[config.mk]
export PLATFORM = sky130hd
export DESIGN_NAME = rate_switch_reconfig_sequencer
export DESIGN_NICKNAME = d
export VERILOG_FILES = /design/src/logic/rate_switch_pkg.sv /design/src/logic/rate_switch_reconfig_sequencer.sv /design/src/logic/image_fifo.sv
export SDC_FILE = /design/constraint.sdc
export NUM_CORES = 1
export LEC_CHECK = 0
export ABC_AREA = 1
export BUFFER_PORTS_ARGS = -buffer_cell sky130_fd_sc_hd__buf_2
export CAP_MARGIN = 20
export CORE_UTILIZATION = 45
export DETAILED_ROUTE_END_ITERATION = 12
export PLACE_DENSITY = 0.61
export SYNTH_ARGS = -nofsm -noshare
export SYNTH_HDL_FRONTEND = slang
export SYNTH_SLANG_ARGS = --single-unit
[constraint.sdc]
create_clock -name CLK -period 2.3 [get_ports CLK]
set_input_delay 0.115 -clock CLK [delete_from_list [all_inputs] [get_ports CLK]]
set_output_delay 0.115 -clock CLK [all_outputs]
set_load 0.1 [all_outputs]
[src/logic/rate_switch_pkg.sv]
// Package: types and constants for the rate-change reconfiguration sequencer
package rate_switch_pkg;

  localparam int NUM_CHAN_DEF   = 4;
  localparam int CHAN_W         = 2;
  localparam int IMAGE_W        = 16;
  localparam int IMAGE_DEPTH    = 164;
  localparam int IMAGE_DEPTH_RAW = 168;
  localparam int IMAGE_AW       = 8;
  localparam int FIFO_DEPTH_DEF = 8;

  // Digital reset pulse width
  localparam int CLK_PERIOD_PS   = 5000;
  localparam int RST_PULSE_NS    = 100;
  localparam int RST_PULSE_CYC   = (RST_PULSE_NS * 1000 + CLK_PERIOD_PS - 1) / CLK_PERIOD_PS;
  localparam int CNT_W           = 16;

  localparam logic [IMAGE_AW-1:0] IMAGE_LAST = 8'hA3;
  localparam logic [CNT_W-1:0]    CNT_ZERO   = 16'h0000;

  typedef struct packed {
    logic [CHAN_W-1:0] chan;
    logic              low_rate_select;
  } rate_req_t;

  typedef struct packed {
    logic               start;
    logic [CHAN_W-1:0]  chan;
    logic               stream_mode;
  } reconfig_cmd_t;

endpackage : rate_switch_pkg

[src/logic/rate_switch_reconfig_sequencer.sv]
// Module: arbiter and state machine that switch channels between 1G and 10G
// Functional notes
// - With speed detection on, accept each channel's detector rate-change request.
// - Simultaneous requests are prioritised; only one is serviced at a time.
// - Arbiter picks one channel and raises its grant handshake.
// - Granted channel number and rate go to the state machine.
// - No new grant until the state machine reports done.
// - Start only when controller idle and both reset-controller readies high.
// - Program the reconfiguration controller with the logical channel number.
// - Select streaming mode and stream the image for the requested rate.
// - Wait for busy to rise then fall; the fall marks completion.
// - Pulse the channel's digital resets, then wait for its link ready.
// - Finally drop the grant so another request may be served.
// - One image store per configuration: one 1G, one 10G.
// - Only coding-sublayer settings change; medium attachment settings stay.
// - Images omit transmit equalisation words: depth 164, not 168.
`timescale 1ns/10ps
module rate_switch_reconfig_sequencer
  import rate_switch_pkg::*;
#(
  parameter int NUM_CHAN  = NUM_CHAN_DEF,
  parameter int FIFO_DEPTH = FIFO_DEPTH_DEF,
  parameter logic [IMAGE_W*IMAGE_DEPTH-1:0] IMAGE_LOW  = '0,
  parameter logic [IMAGE_W*IMAGE_DEPTH-1:0] IMAGE_HIGH = '0
) (
  input  wire logic                CLK,
  input  wire logic                RST,
  input  wire logic                SPEED_DETECT_EN,
  input  wire logic [NUM_CHAN-1:0] DETECT_REQ,
  input  wire logic [NUM_CHAN-1:0] DETECT_LOW_RATE,
  input  wire logic [NUM_CHAN-1:0] MANUAL_REQ,
  input  wire logic [NUM_CHAN-1:0] LOW_RATE_SELECT,
  output logic [NUM_CHAN-1:0]      GRANT,
  input  wire logic                RECONFIG_BUSY,
  input  wire logic                TX_READY,
  input  wire logic                RX_READY,
  input  wire logic [NUM_CHAN-1:0] LINK_READY,
  output logic                     CMD_START,
  output logic [CHAN_W-1:0]        CMD_CHAN,
  output logic                     CMD_STREAM_MODE,
  output logic                     CMD_LOW_RATE,
  output logic                     IMAGE_VALID,
  input  wire logic                IMAGE_READY,
  output logic [IMAGE_W-1:0]       IMAGE_DATA,
  output logic [NUM_CHAN-1:0]      DIGITAL_RESET,
  output logic                     DONE
);

  // ****************************************************************
  // Types and state
  // ****************************************************************
  typedef enum logic [3:0] {
    IDLE, WAIT_READY, SET_CHAN, STREAM, WAIT_RISE, WAIT_FALL,
    PULSE_RST, WAIT_LINK, RELEASE
  } seq_state_t;

  typedef struct packed {
    seq_state_t            fsm;
    rate_req_t             job;
    logic [NUM_CHAN-1:0]   grant;
    reconfig_cmd_t         cmd;
    logic [IMAGE_AW-1:0]   addr;
    logic                  feeding;
    logic [CNT_W-1:0]      cnt;
    logic [NUM_CHAN-1:0]   dig_rst;
    logic                  done;
    logic [1:0]            busy_s;
    logic [1:0]            txr_s;
    logic [1:0]            rxr_s;
    logic [NUM_CHAN-1:0]   lnk_s1;
    logic [NUM_CHAN-1:0]   lnk_s2;
    logic [NUM_CHAN-1:0]   req_s1;
    logic [NUM_CHAN-1:0]   req_s2;
    logic [NUM_CHAN-1:0]   mode_s1;
    logic [NUM_CHAN-1:0]   mode_s2;
  } seq_t;

  seq_t st;
  seq_t next_st;

  logic                busy;
  logic                sys_ready;
  logic [NUM_CHAN-1:0] req_vec;
  logic [NUM_CHAN-1:0] mode_vec;
  logic                any_req;
  logic [CHAN_W-1:0]   pick;
  logic [IMAGE_W-1:0]  image_word;
  logic                fifo_in_ready;

  // ****************************************************************
  // Request selection
  // ****************************************************************
  assign req_vec  = SPEED_DETECT_EN ? DETECT_REQ : MANUAL_REQ;
  assign mode_vec = SPEED_DETECT_EN ? DETECT_LOW_RATE : LOW_RATE_SELECT;

  // Lowest channel number wins
  function automatic logic [CHAN_W-1:0] lowest_set(input logic [NUM_CHAN-1:0] v);
    lowest_set = '0;
    for (int i = NUM_CHAN - 1; i >= 0; i--) begin
      if (v[i]) begin
        lowest_set = CHAN_W'(i);
      end
    end
  endfunction : lowest_set

  // Word of a packed image, word 0 in the low bits
  function automatic logic [IMAGE_W-1:0] image_at(
    input logic [IMAGE_W*IMAGE_DEPTH-1:0] img,
    input logic [IMAGE_AW-1:0]            a
  );
    image_at = img[a*IMAGE_W +: IMAGE_W];
  endfunction : image_at

  assign any_req   = |st.req_s2;
  assign pick      = lowest_set(st.req_s2);
  assign busy      = st.busy_s[1];
  assign sys_ready = !busy && st.txr_s[1] && st.rxr_s[1];
  // Two stores, one per rate; 164 words each, transmit equalisation left out
  assign image_word = st.job.low_rate_select ? image_at(IMAGE_LOW, st.addr)
                                             : image_at(IMAGE_HIGH, st.addr);

  // ****************************************************************
  // Next-state logic
  // ****************************************************************
  always_comb begin
    next_st           = st;
    next_st.busy_s    = {st.busy_s[0], RECONFIG_BUSY};
    next_st.txr_s     = {st.txr_s[0], TX_READY};
    next_st.rxr_s     = {st.rxr_s[0], RX_READY};
    next_st.lnk_s1    = LINK_READY;
    next_st.lnk_s2    = st.lnk_s1;
    next_st.req_s1    = req_vec;
    next_st.req_s2    = st.req_s1;
    next_st.mode_s1   = mode_vec;
    next_st.mode_s2   = st.mode_s1;
    next_st.cmd.start = 1'b0;
    next_st.done      = 1'b0;
    case (st.fsm)
      IDLE: begin
        if (any_req) begin
          next_st.grant               = '0;
          next_st.grant[pick]         = 1'b1;
          next_st.job.chan            = pick;
          next_st.job.low_rate_select = st.mode_s2[pick];
          next_st.fsm                 = WAIT_READY;
        end
      end
      WAIT_READY: begin
        if (sys_ready) begin
          next_st.fsm = SET_CHAN;
        end
      end
      SET_CHAN: begin
        next_st.cmd.chan        = st.job.chan;
        next_st.cmd.stream_mode = 1'b1;
        next_st.addr            = '0;
        next_st.feeding         = 1'b1;
        next_st.fsm             = STREAM;
      end
      STREAM: begin
        // Image holds coding-sublayer words only
        if (fifo_in_ready) begin
          next_st.addr = st.addr + 1'b1;
          if (st.addr == IMAGE_LAST) begin
            next_st.feeding   = 1'b0;
            next_st.cmd.start = 1'b1;
            next_st.fsm       = WAIT_RISE;
          end
        end
      end
      WAIT_RISE: begin
        if (busy) begin
          next_st.fsm = WAIT_FALL;
        end
      end
      WAIT_FALL: begin
        if (!busy) begin
          next_st.cmd.stream_mode     = 1'b0;
          next_st.dig_rst             = '0;
          next_st.dig_rst[st.job.chan] = 1'b1;
          next_st.cnt                 = CNT_W'(RST_PULSE_CYC - 1);
          next_st.fsm                 = PULSE_RST;
        end
      end
      PULSE_RST: begin
        if (st.cnt == CNT_ZERO) begin
          next_st.dig_rst = '0;
          next_st.fsm     = WAIT_LINK;
        end else begin
          next_st.cnt = st.cnt - 1'b1;
        end
      end
      WAIT_LINK: begin
        if (st.lnk_s2[st.job.chan]) begin
          next_st.fsm = RELEASE;
        end
      end
      RELEASE: begin
        next_st.grant = '0;
        next_st.done  = 1'b1;
        next_st.fsm   = IDLE;
      end
      default: begin
        next_st.fsm = IDLE;
      end
    endcase
  end

  always_ff @(posedge CLK) begin
    if (RST) begin
      st <= '0;
    end else begin
      st <= next_st;
    end
  end

  // ****************************************************************
  // Image buffer toward the reconfiguration controller
  // ****************************************************************
  image_fifo #(
    .WIDTH (IMAGE_W),
    .DEPTH (FIFO_DEPTH)
  ) u_fifo (
    .CLK       (CLK),
    .RST       (RST),
    .in_valid  (st.feeding),
    .in_ready  (fifo_in_ready),
    .in_data   (image_word),
    .out_valid (IMAGE_VALID),
    .out_ready (IMAGE_READY),
    .out_data  (IMAGE_DATA)
  );

  assign GRANT           = st.grant;
  assign CMD_START       = st.cmd.start;
  assign CMD_CHAN        = st.cmd.chan;
  assign CMD_STREAM_MODE = st.cmd.stream_mode;
  assign CMD_LOW_RATE    = st.job.low_rate_select;
  assign DIGITAL_RESET   = st.dig_rst;
  assign DONE            = st.done;

  // ****************************************************************
  // Assertions
  // ****************************************************************
  AST_ONE_GRANT: assert property (@(posedge CLK) disable iff (RST)
    $onehot0(st.grant))
    else $error("More than one grant");

  AST_GRANT_LOWEST: assert property (@(posedge CLK) disable iff (RST)
    (st.fsm == IDLE && any_req) |=> GRANT[$past(pick)])
    else $error("Grant not to lowest requestor");

  AST_NO_REGRANT: assert property (@(posedge CLK) disable iff (RST)
    (st.fsm != IDLE && st.fsm != RELEASE) |=> $stable(st.grant))
    else $error("Grant changed during service");

  AST_GRANT_FROM_IDLE: assert property (@(posedge CLK) disable iff (RST)
    $rose(|GRANT) |-> $past(st.fsm) == IDLE)
    else $error("Grant raised while busy");

  AST_GRANT_HAS_REQ: assert property (@(posedge CLK) disable iff (RST)
    $rose(|GRANT) |-> ($past(st.req_s2) & GRANT) != '0)
    else $error("Grant without a request");

  AST_DETECT_PATH: assert property (@(posedge CLK) disable iff (RST)
    SPEED_DETECT_EN |=> st.req_s1 == $past(DETECT_REQ))
    else $error("Detector request not taken");

  AST_MANUAL_PATH: assert property (@(posedge CLK) disable iff (RST)
    !SPEED_DETECT_EN |=> st.mode_s1 == $past(LOW_RATE_SELECT))
    else $error("Manual rate not taken");

  AST_JOB_CHAN: assert property (@(posedge CLK) disable iff (RST)
    $rose(|GRANT) |-> GRANT[st.job.chan])
    else $error("Job channel differs from grant");

  AST_JOB_RATE: assert property (@(posedge CLK) disable iff (RST)
    $rose(|GRANT) |-> CMD_LOW_RATE == $past(st.mode_s2[pick]))
    else $error("Job rate differs from request");

  AST_START_READY: assert property (@(posedge CLK) disable iff (RST)
    (st.fsm == WAIT_READY && !sys_ready) |=> st.fsm == WAIT_READY)
    else $error("Started while not ready");

  AST_READY_SEEN: assert property (@(posedge CLK) disable iff (RST)
    $rose(CMD_STREAM_MODE) |-> $past(sys_ready, 2))
    else $error("Streaming without ready");

  AST_CHAN_PROG: assert property (@(posedge CLK) disable iff (RST)
    $rose(CMD_STREAM_MODE) |-> CMD_CHAN == st.job.chan)
    else $error("Wrong channel programmed");

  AST_CHAN_HOLD: assert property (@(posedge CLK) disable iff (RST)
    CMD_STREAM_MODE |-> CMD_CHAN == st.job.chan)
    else $error("Channel changed while streaming");

  AST_START_PULSE: assert property (@(posedge CLK) disable iff (RST)
    CMD_START |=> !CMD_START)
    else $error("Start longer than one cycle");

  AST_START_MODE: assert property (@(posedge CLK) disable iff (RST)
    CMD_START |-> CMD_STREAM_MODE)
    else $error("Start outside streaming mode");

  AST_STREAM_LEN: assert property (@(posedge CLK) disable iff (RST)
    CMD_START |-> $past(st.addr) == IMAGE_LAST)
    else $error("Image length wrong");

  AST_WAIT_RISE: assert property (@(posedge CLK) disable iff (RST)
    (st.fsm == WAIT_RISE && !busy) |=> st.fsm == WAIT_RISE)
    else $error("Left before busy rose");

  AST_WAIT_FALL: assert property (@(posedge CLK) disable iff (RST)
    (st.fsm == WAIT_FALL && busy) |=> st.fsm == WAIT_FALL && !(|DIGITAL_RESET))
    else $error("Left before busy fell");

  AST_FALL_DONE: assert property (@(posedge CLK) disable iff (RST)
    (st.fsm == WAIT_FALL && !busy) |=> DIGITAL_RESET[st.job.chan])
    else $error("Reset not pulsed after completion");

  // Pulse of RST_PULSE_CYC (20) cycles, then low
  AST_RST_WIDTH: assert property (@(posedge CLK) disable iff (RST)
    $rose(|DIGITAL_RESET) |-> (|DIGITAL_RESET)[*8] ##1 (|DIGITAL_RESET)[*8]
      ##1 (|DIGITAL_RESET)[*4] ##1 !(|DIGITAL_RESET))
    else $error("Digital reset width wrong");

  AST_RST_ONEHOT: assert property (@(posedge CLK) disable iff (RST)
    $onehot0(DIGITAL_RESET))
    else $error("Reset on more than one channel");

  AST_LINK_WAIT: assert property (@(posedge CLK) disable iff (RST)
    (st.fsm == WAIT_LINK && !st.lnk_s2[st.job.chan]) |=> st.fsm == WAIT_LINK && GRANT != '0)
    else $error("Released before link ready");

  AST_RELEASE: assert property (@(posedge CLK) disable iff (RST)
    DONE |-> GRANT == '0 && $past(st.fsm) == RELEASE)
    else $error("Grant not dropped at done");

  AST_DONE_PULSE: assert property (@(posedge CLK) disable iff (RST)
    DONE |=> !DONE)
    else $error("Done longer than one cycle");

  AST_GRANT_DROP: assert property (@(posedge CLK) disable iff (RST)
    $fell(|GRANT) |-> DONE)
    else $error("Grant dropped without done");

endmodule : rate_switch_reconfig_sequencer

[src/logic/image_fifo.sv]
// Module: parameterised flip-flop FIFO with valid/ready on both sides
`timescale 1ns/10ps
module image_fifo
  import rate_switch_pkg::*;
#(
  parameter int WIDTH = 16,
  parameter int DEPTH = 8
) (
  input  wire logic             CLK,
  input  wire logic             RST,
  input  wire logic             in_valid,
  output logic                  in_ready,
  input  wire logic [WIDTH-1:0] in_data,
  output logic                  out_valid,
  input  wire logic             out_ready,
  output logic [WIDTH-1:0]      out_data
);
  localparam int AW = $clog2(DEPTH);

  typedef struct packed {
    logic [DEPTH-1:0][WIDTH-1:0] mem;
    logic [AW-1:0]               wr;
    logic [AW-1:0]               rd;
    logic [AW:0]                 cnt;
  } fifo_state_t;

  fifo_state_t st;
  fifo_state_t next_st;
  logic        push;
  logic        pop;

  assign in_ready  = (st.cnt != (AW+1)'(DEPTH));
  assign out_valid = (st.cnt != '0);
  assign out_data  = st.mem[st.rd];
  assign push      = in_valid && in_ready;
  assign pop       = out_valid && out_ready;

  function automatic logic [AW-1:0] wrap_inc(input logic [AW-1:0] p);
    wrap_inc = (p == AW'(DEPTH - 1)) ? '0 : p + 1'b1;
  endfunction : wrap_inc

  always_comb begin
    next_st = st;
    if (push) begin
      next_st.mem[st.wr] = in_data;
      next_st.wr         = wrap_inc(st.wr);
    end
    if (pop) begin
      next_st.rd = wrap_inc(st.rd);
    end
    next_st.cnt = st.cnt + {{AW{1'b0}}, push} - {{AW{1'b0}}, pop};
  end

  always_ff @(posedge CLK) begin
    if (RST) begin
      st <= '0;
    end else begin
      st <= next_st;
    end
  end

endmodule : image_fifo

==> reports/qor.csv <==
stage,metric,value,unit
logic_synthesis,avgSynthCellArea,6.90,um^2
layout,area_delta_synth_final,14.1,%
logic_synthesis,syn_inst,566,
layout,utilization,0.537,
placed_design,gp_congestion,0.843,
floorplan,dieArea,9050,um^2
logic_synthesis,synth_cell_types,36,
layout,fin_nets,651,
clocking,htreeDepth,3,
sta,holdWs,0.0124,ns
sta,fin_skew,0.0131,ns
drt,firstDrtPassIters,4,
global_route,grt_max_degree,49,
setup_path,arrival,2.29,ns
clocking,numCtsBuffers,9,
sta,setup_viol,0,
floorplan,core.rowCount,33,
logic_synthesis,ys_ff_latch,79,
setup_path,r2r-end,u_fifo.st[2],
setup_path,startpoint_type,register,
drt,detail-route-antenna-nets,0,
global_route,grt_pass1_vias,2959,
layout,diodes,0,
sta,slew_violations,0,
floorplan,core,8300,um^2
sta,hold_viol_final,0,
logic_synthesis,yosysSeqAreaShare,0.405,
clocking,insertion_delay,0.35,ns
global_route,antenna_found_initial,0,
sta,maxSlewHeadroom,0.648,
setup_path,worstPathRequired,2.51,ns
setup_path,rr_worst_depth,10,
clocking,clock_sinks,79,
setup_path,path_max_fanout,3,
global_route,grt_usage,0.180,
floorplan,fp.dieH,95.2,um
logic_synthesis,syn-cell-area,3900,um^2
floorplan,ios,58,
sta,setup_tns,0,ns
floorplan,start_util,0.471,
clocking,cts_max_path_buffers,2,
setup_path,r2r-start,u_fifo.st[2],
layout,fillers,799,
floorplan,die-width,95.2,um
power,power.density,1110,nW/um^2
clocking,cts_tree,done,
drt,wl_met1,3670,um
placed_design,pre_cts_slack,0.224,ns
sta,worst_pin_slew,0.527,ns
drt,routed_wl,7480,um
placed_design,portBuffers,41,
drt,dr_total_vias,3338,
worst_hold_path,hold_end,next_st[0],
status,status,finished clean,
drt,via_per_inst,4.60,
placed_design,dp_hpwl,5380,um
layout,drive_above_1_share,0.137,
sta,setup_slack,0.221,ns
power,fin_total_pwr,0.00496,W
global_route,overflow,0,
worst_hold_path,hold_path_class,input pin to register,
drt,dr.max_layer_used,met4,
sta,rsz0062_at_grt,no,
worst_hold_path,whs_path_depth,3,
drt,drtIter0Drc,139,
power,ir_drop,1.11,mV
drt,wl_met2,3400,um
logic_synthesis,ys_warn_count,0,
sta,min_period,2.08,ns
clocking,path_clk_slew,0.08,ns
drt,remaining_drc_errors,0,
global_route,grt_pass1_wl,12700,um
worst_hold_path,min_from,LOW_RATE_SELECT[0],
power,p_leak,2.12,nW
sta,timing.fmax,481,MHz
setup_path,worstSetupPathType,register to register,
setup_path,rrSetupSlack,0.22,ns
drt,met3_length,268,um
drt,wl_per_cell,10.3,um
setup_path,cp-end-kind,register,
sta,post-route-period-util,0.904,
clocking,clock-root-buffer,clkbuf_8,
job,cap_violations,0,
[flip-flops by register name (all words and copies together), names as in the netlist]
signal and count:
GRANT 4, u_fifo.st 4, st 45, busy 1
CMD_START 1, DIGITAL_RESET 4, CMD_LOW_RATE 1, CMD_STREAM_MODE 1
CMD_CHAN 2, DONE 1, next_st 15
[timing repair]
item / 4_1_cts / 5_1_grt
hold endpoints to repair: 13 / 0
gates resized for setup: 0 / 0
buffers inserted: 0 / 0
hold buffers: 14 / 0
[layer usage]
metal,vias up,GRT usage
met1,1466,0.224
met2,64,0.296
met3,11,0.0367
li1,1797,-
met5,-,0
met4,0,0.0846
[critical path, cell delays in order (launching register included)]
cell and delay, ns:
dfxtp_1 0.31, inv_1 0.09, ha_1 0.20, nand3_4 0.08
and2_1 0.15, ha_1 0.29, inv_1 0.05, ha_1 0.20
fa_1 0.38, xnor2_1 0.16, nor2_1 0.05
[where the power goes]
part           switching [W]  internal (W)
combinational        0.00158      0.000590
sequential          0.000106       0.00155
clock               0.000523      0.000619
total                0.00221       0.00275
[synth_stat cells]
| cell type | instances | share of area |
|---|---|---|
| nor2_1 | 133 | 0.13 |
| nand2_1 | 93 | 0.089 |
| inv_1 | 82 | 0.079 |
| dfxtp_1 | 79 | 0.40 |
| nand3_1 | 36 | 0.046 |
| buf_4 | 26 | 0.050 |
| o21ai_0 | 24 | 0.031 |
| a21oi_1 | 20 | 0.026 |
| nor3_1 | 10 | 0.013 |
| ha_1 | 8 | 0.026 |
| nand4_1 | 6 | 0.0096 |
| buf_1 | 5 | 0.0048 |
| inv_2 | 5 | 0.0048 |
| nor2_2 | 5 | 0.0080 |
| a21oi_2 | 4 | 0.0090 |
| nor2_4 | 3 | 0.0087 |
| xor2_1 | 3 | 0.0067 |
| and2_1 | 2 | 0.0032 |
| clkbuf_1 | 2 | 0.0019 |
| nand2_4 | 2 | 0.0058 |
| nand3_4 | 2 | 0.0090 |
| o21bai_1 | 2 | 0.0038 |
| a211oi_1 | 1 | 0.0019 |
| a21o_1 | 1 | 0.0019 |
| buf_2 | 1 | 0.0013 |
| buf_6 | 1 | 0.0029 |
| conb_1 | 1 | 0.00096 |
| fa_1 | 1 | 0.0051 |
| nand2_2 | 1 | 0.0016 |
| nor2_8 | 1 | 0.0051 |
| nor3b_1 | 1 | 0.0019 |
| o211a_1 | 1 | 0.0026 |
| o21ai_1 | 1 | 0.0013 |
| o21ai_2 | 1 | 0.0022 |
| or2_2 | 1 | 0.0016 |
| xnor2_1 | 1 | 0.0022 |
[kinds of logic (layout without fill, tap and decap cells)]
group | after synthesis | count (layout) | synth area share
DFF | 79 | 79 | 0.405
and+or+nand+nor | 296 | 296 | 0.331
other | 1 | 16 | 0.000960
buffers and inverters | 122 | 161 | 0.145
adders and majority gates | 9 | 9 | 0.0308
AOI/OAI and AO/OA | 55 | 55 | 0.0791
xor gates and xnor gates | 4 | 4 | 0.00897
[through the flow]
stage | instance area, um^2 | instances
2_1_floorplan | 3970 | 581
3_3_place_gp | 4100 | 695
3_5_place_dp | 4100 | 695
4_1_cts | 4460 | 725
5_1_grt | 4460 | 725
6_report | 4460 | 725
[final cells by class]
class	count	area, um^2	area share
Timing Repair Buffer	58	368	0.0825
Clock buffer	10	128	0.0286
Inverter	87	327	0.0733
Multi-Input combinational cell	380	1830	0.410
Sequential cell	79	1580	0.355
Tap cell	105	131	0.0295
Clock inverter	6	93.8	0.0211
[cells in the final DEF, fill, tap and decap left out, types with 2 or more instances in the layout]
cell,count
nand3_4,3
o21ai_0,24
and2_1,2
clkinv_4,2
nor2_4,3
ha_1,8
nand2_4,2
dfxtp_1,79
inv_1,82
nor2_1,133
a21oi_1,20
nand2_1,93
clkbuf_8,9
nand3_1,35
a21oi_2,4
buf_4,3
conb_1,16
bufinv_16,2
nand4_1,6
buf_2,41
nor2_2,5
o21bai_1,2
dlygate4sd3_1,14
inv_2,5
nor3_1,10
xor2_1,3
[how the worst max path moves through the flow]
| stage | start | to | cells after the start |
|---|---|---|---|
| after floorplan | u_fifo.st[2] | u_fifo.st[2] | 10 |
| after global placement | u_fifo.st[2] | u_fifo.st[2] | 10 |
| after detailed placement | u_fifo.st[2] | u_fifo.st[2] | 10 |
| after CTS | u_fifo.st[2] | u_fifo.st[2] | 10 |
| after global routing | u_fifo.st[2] | u_fifo.st[2] | 10 |
| final | u_fifo.st[2] | u_fifo.st[2] | 10 |
No activity file was read; power rests on OpenSTA's default activity.
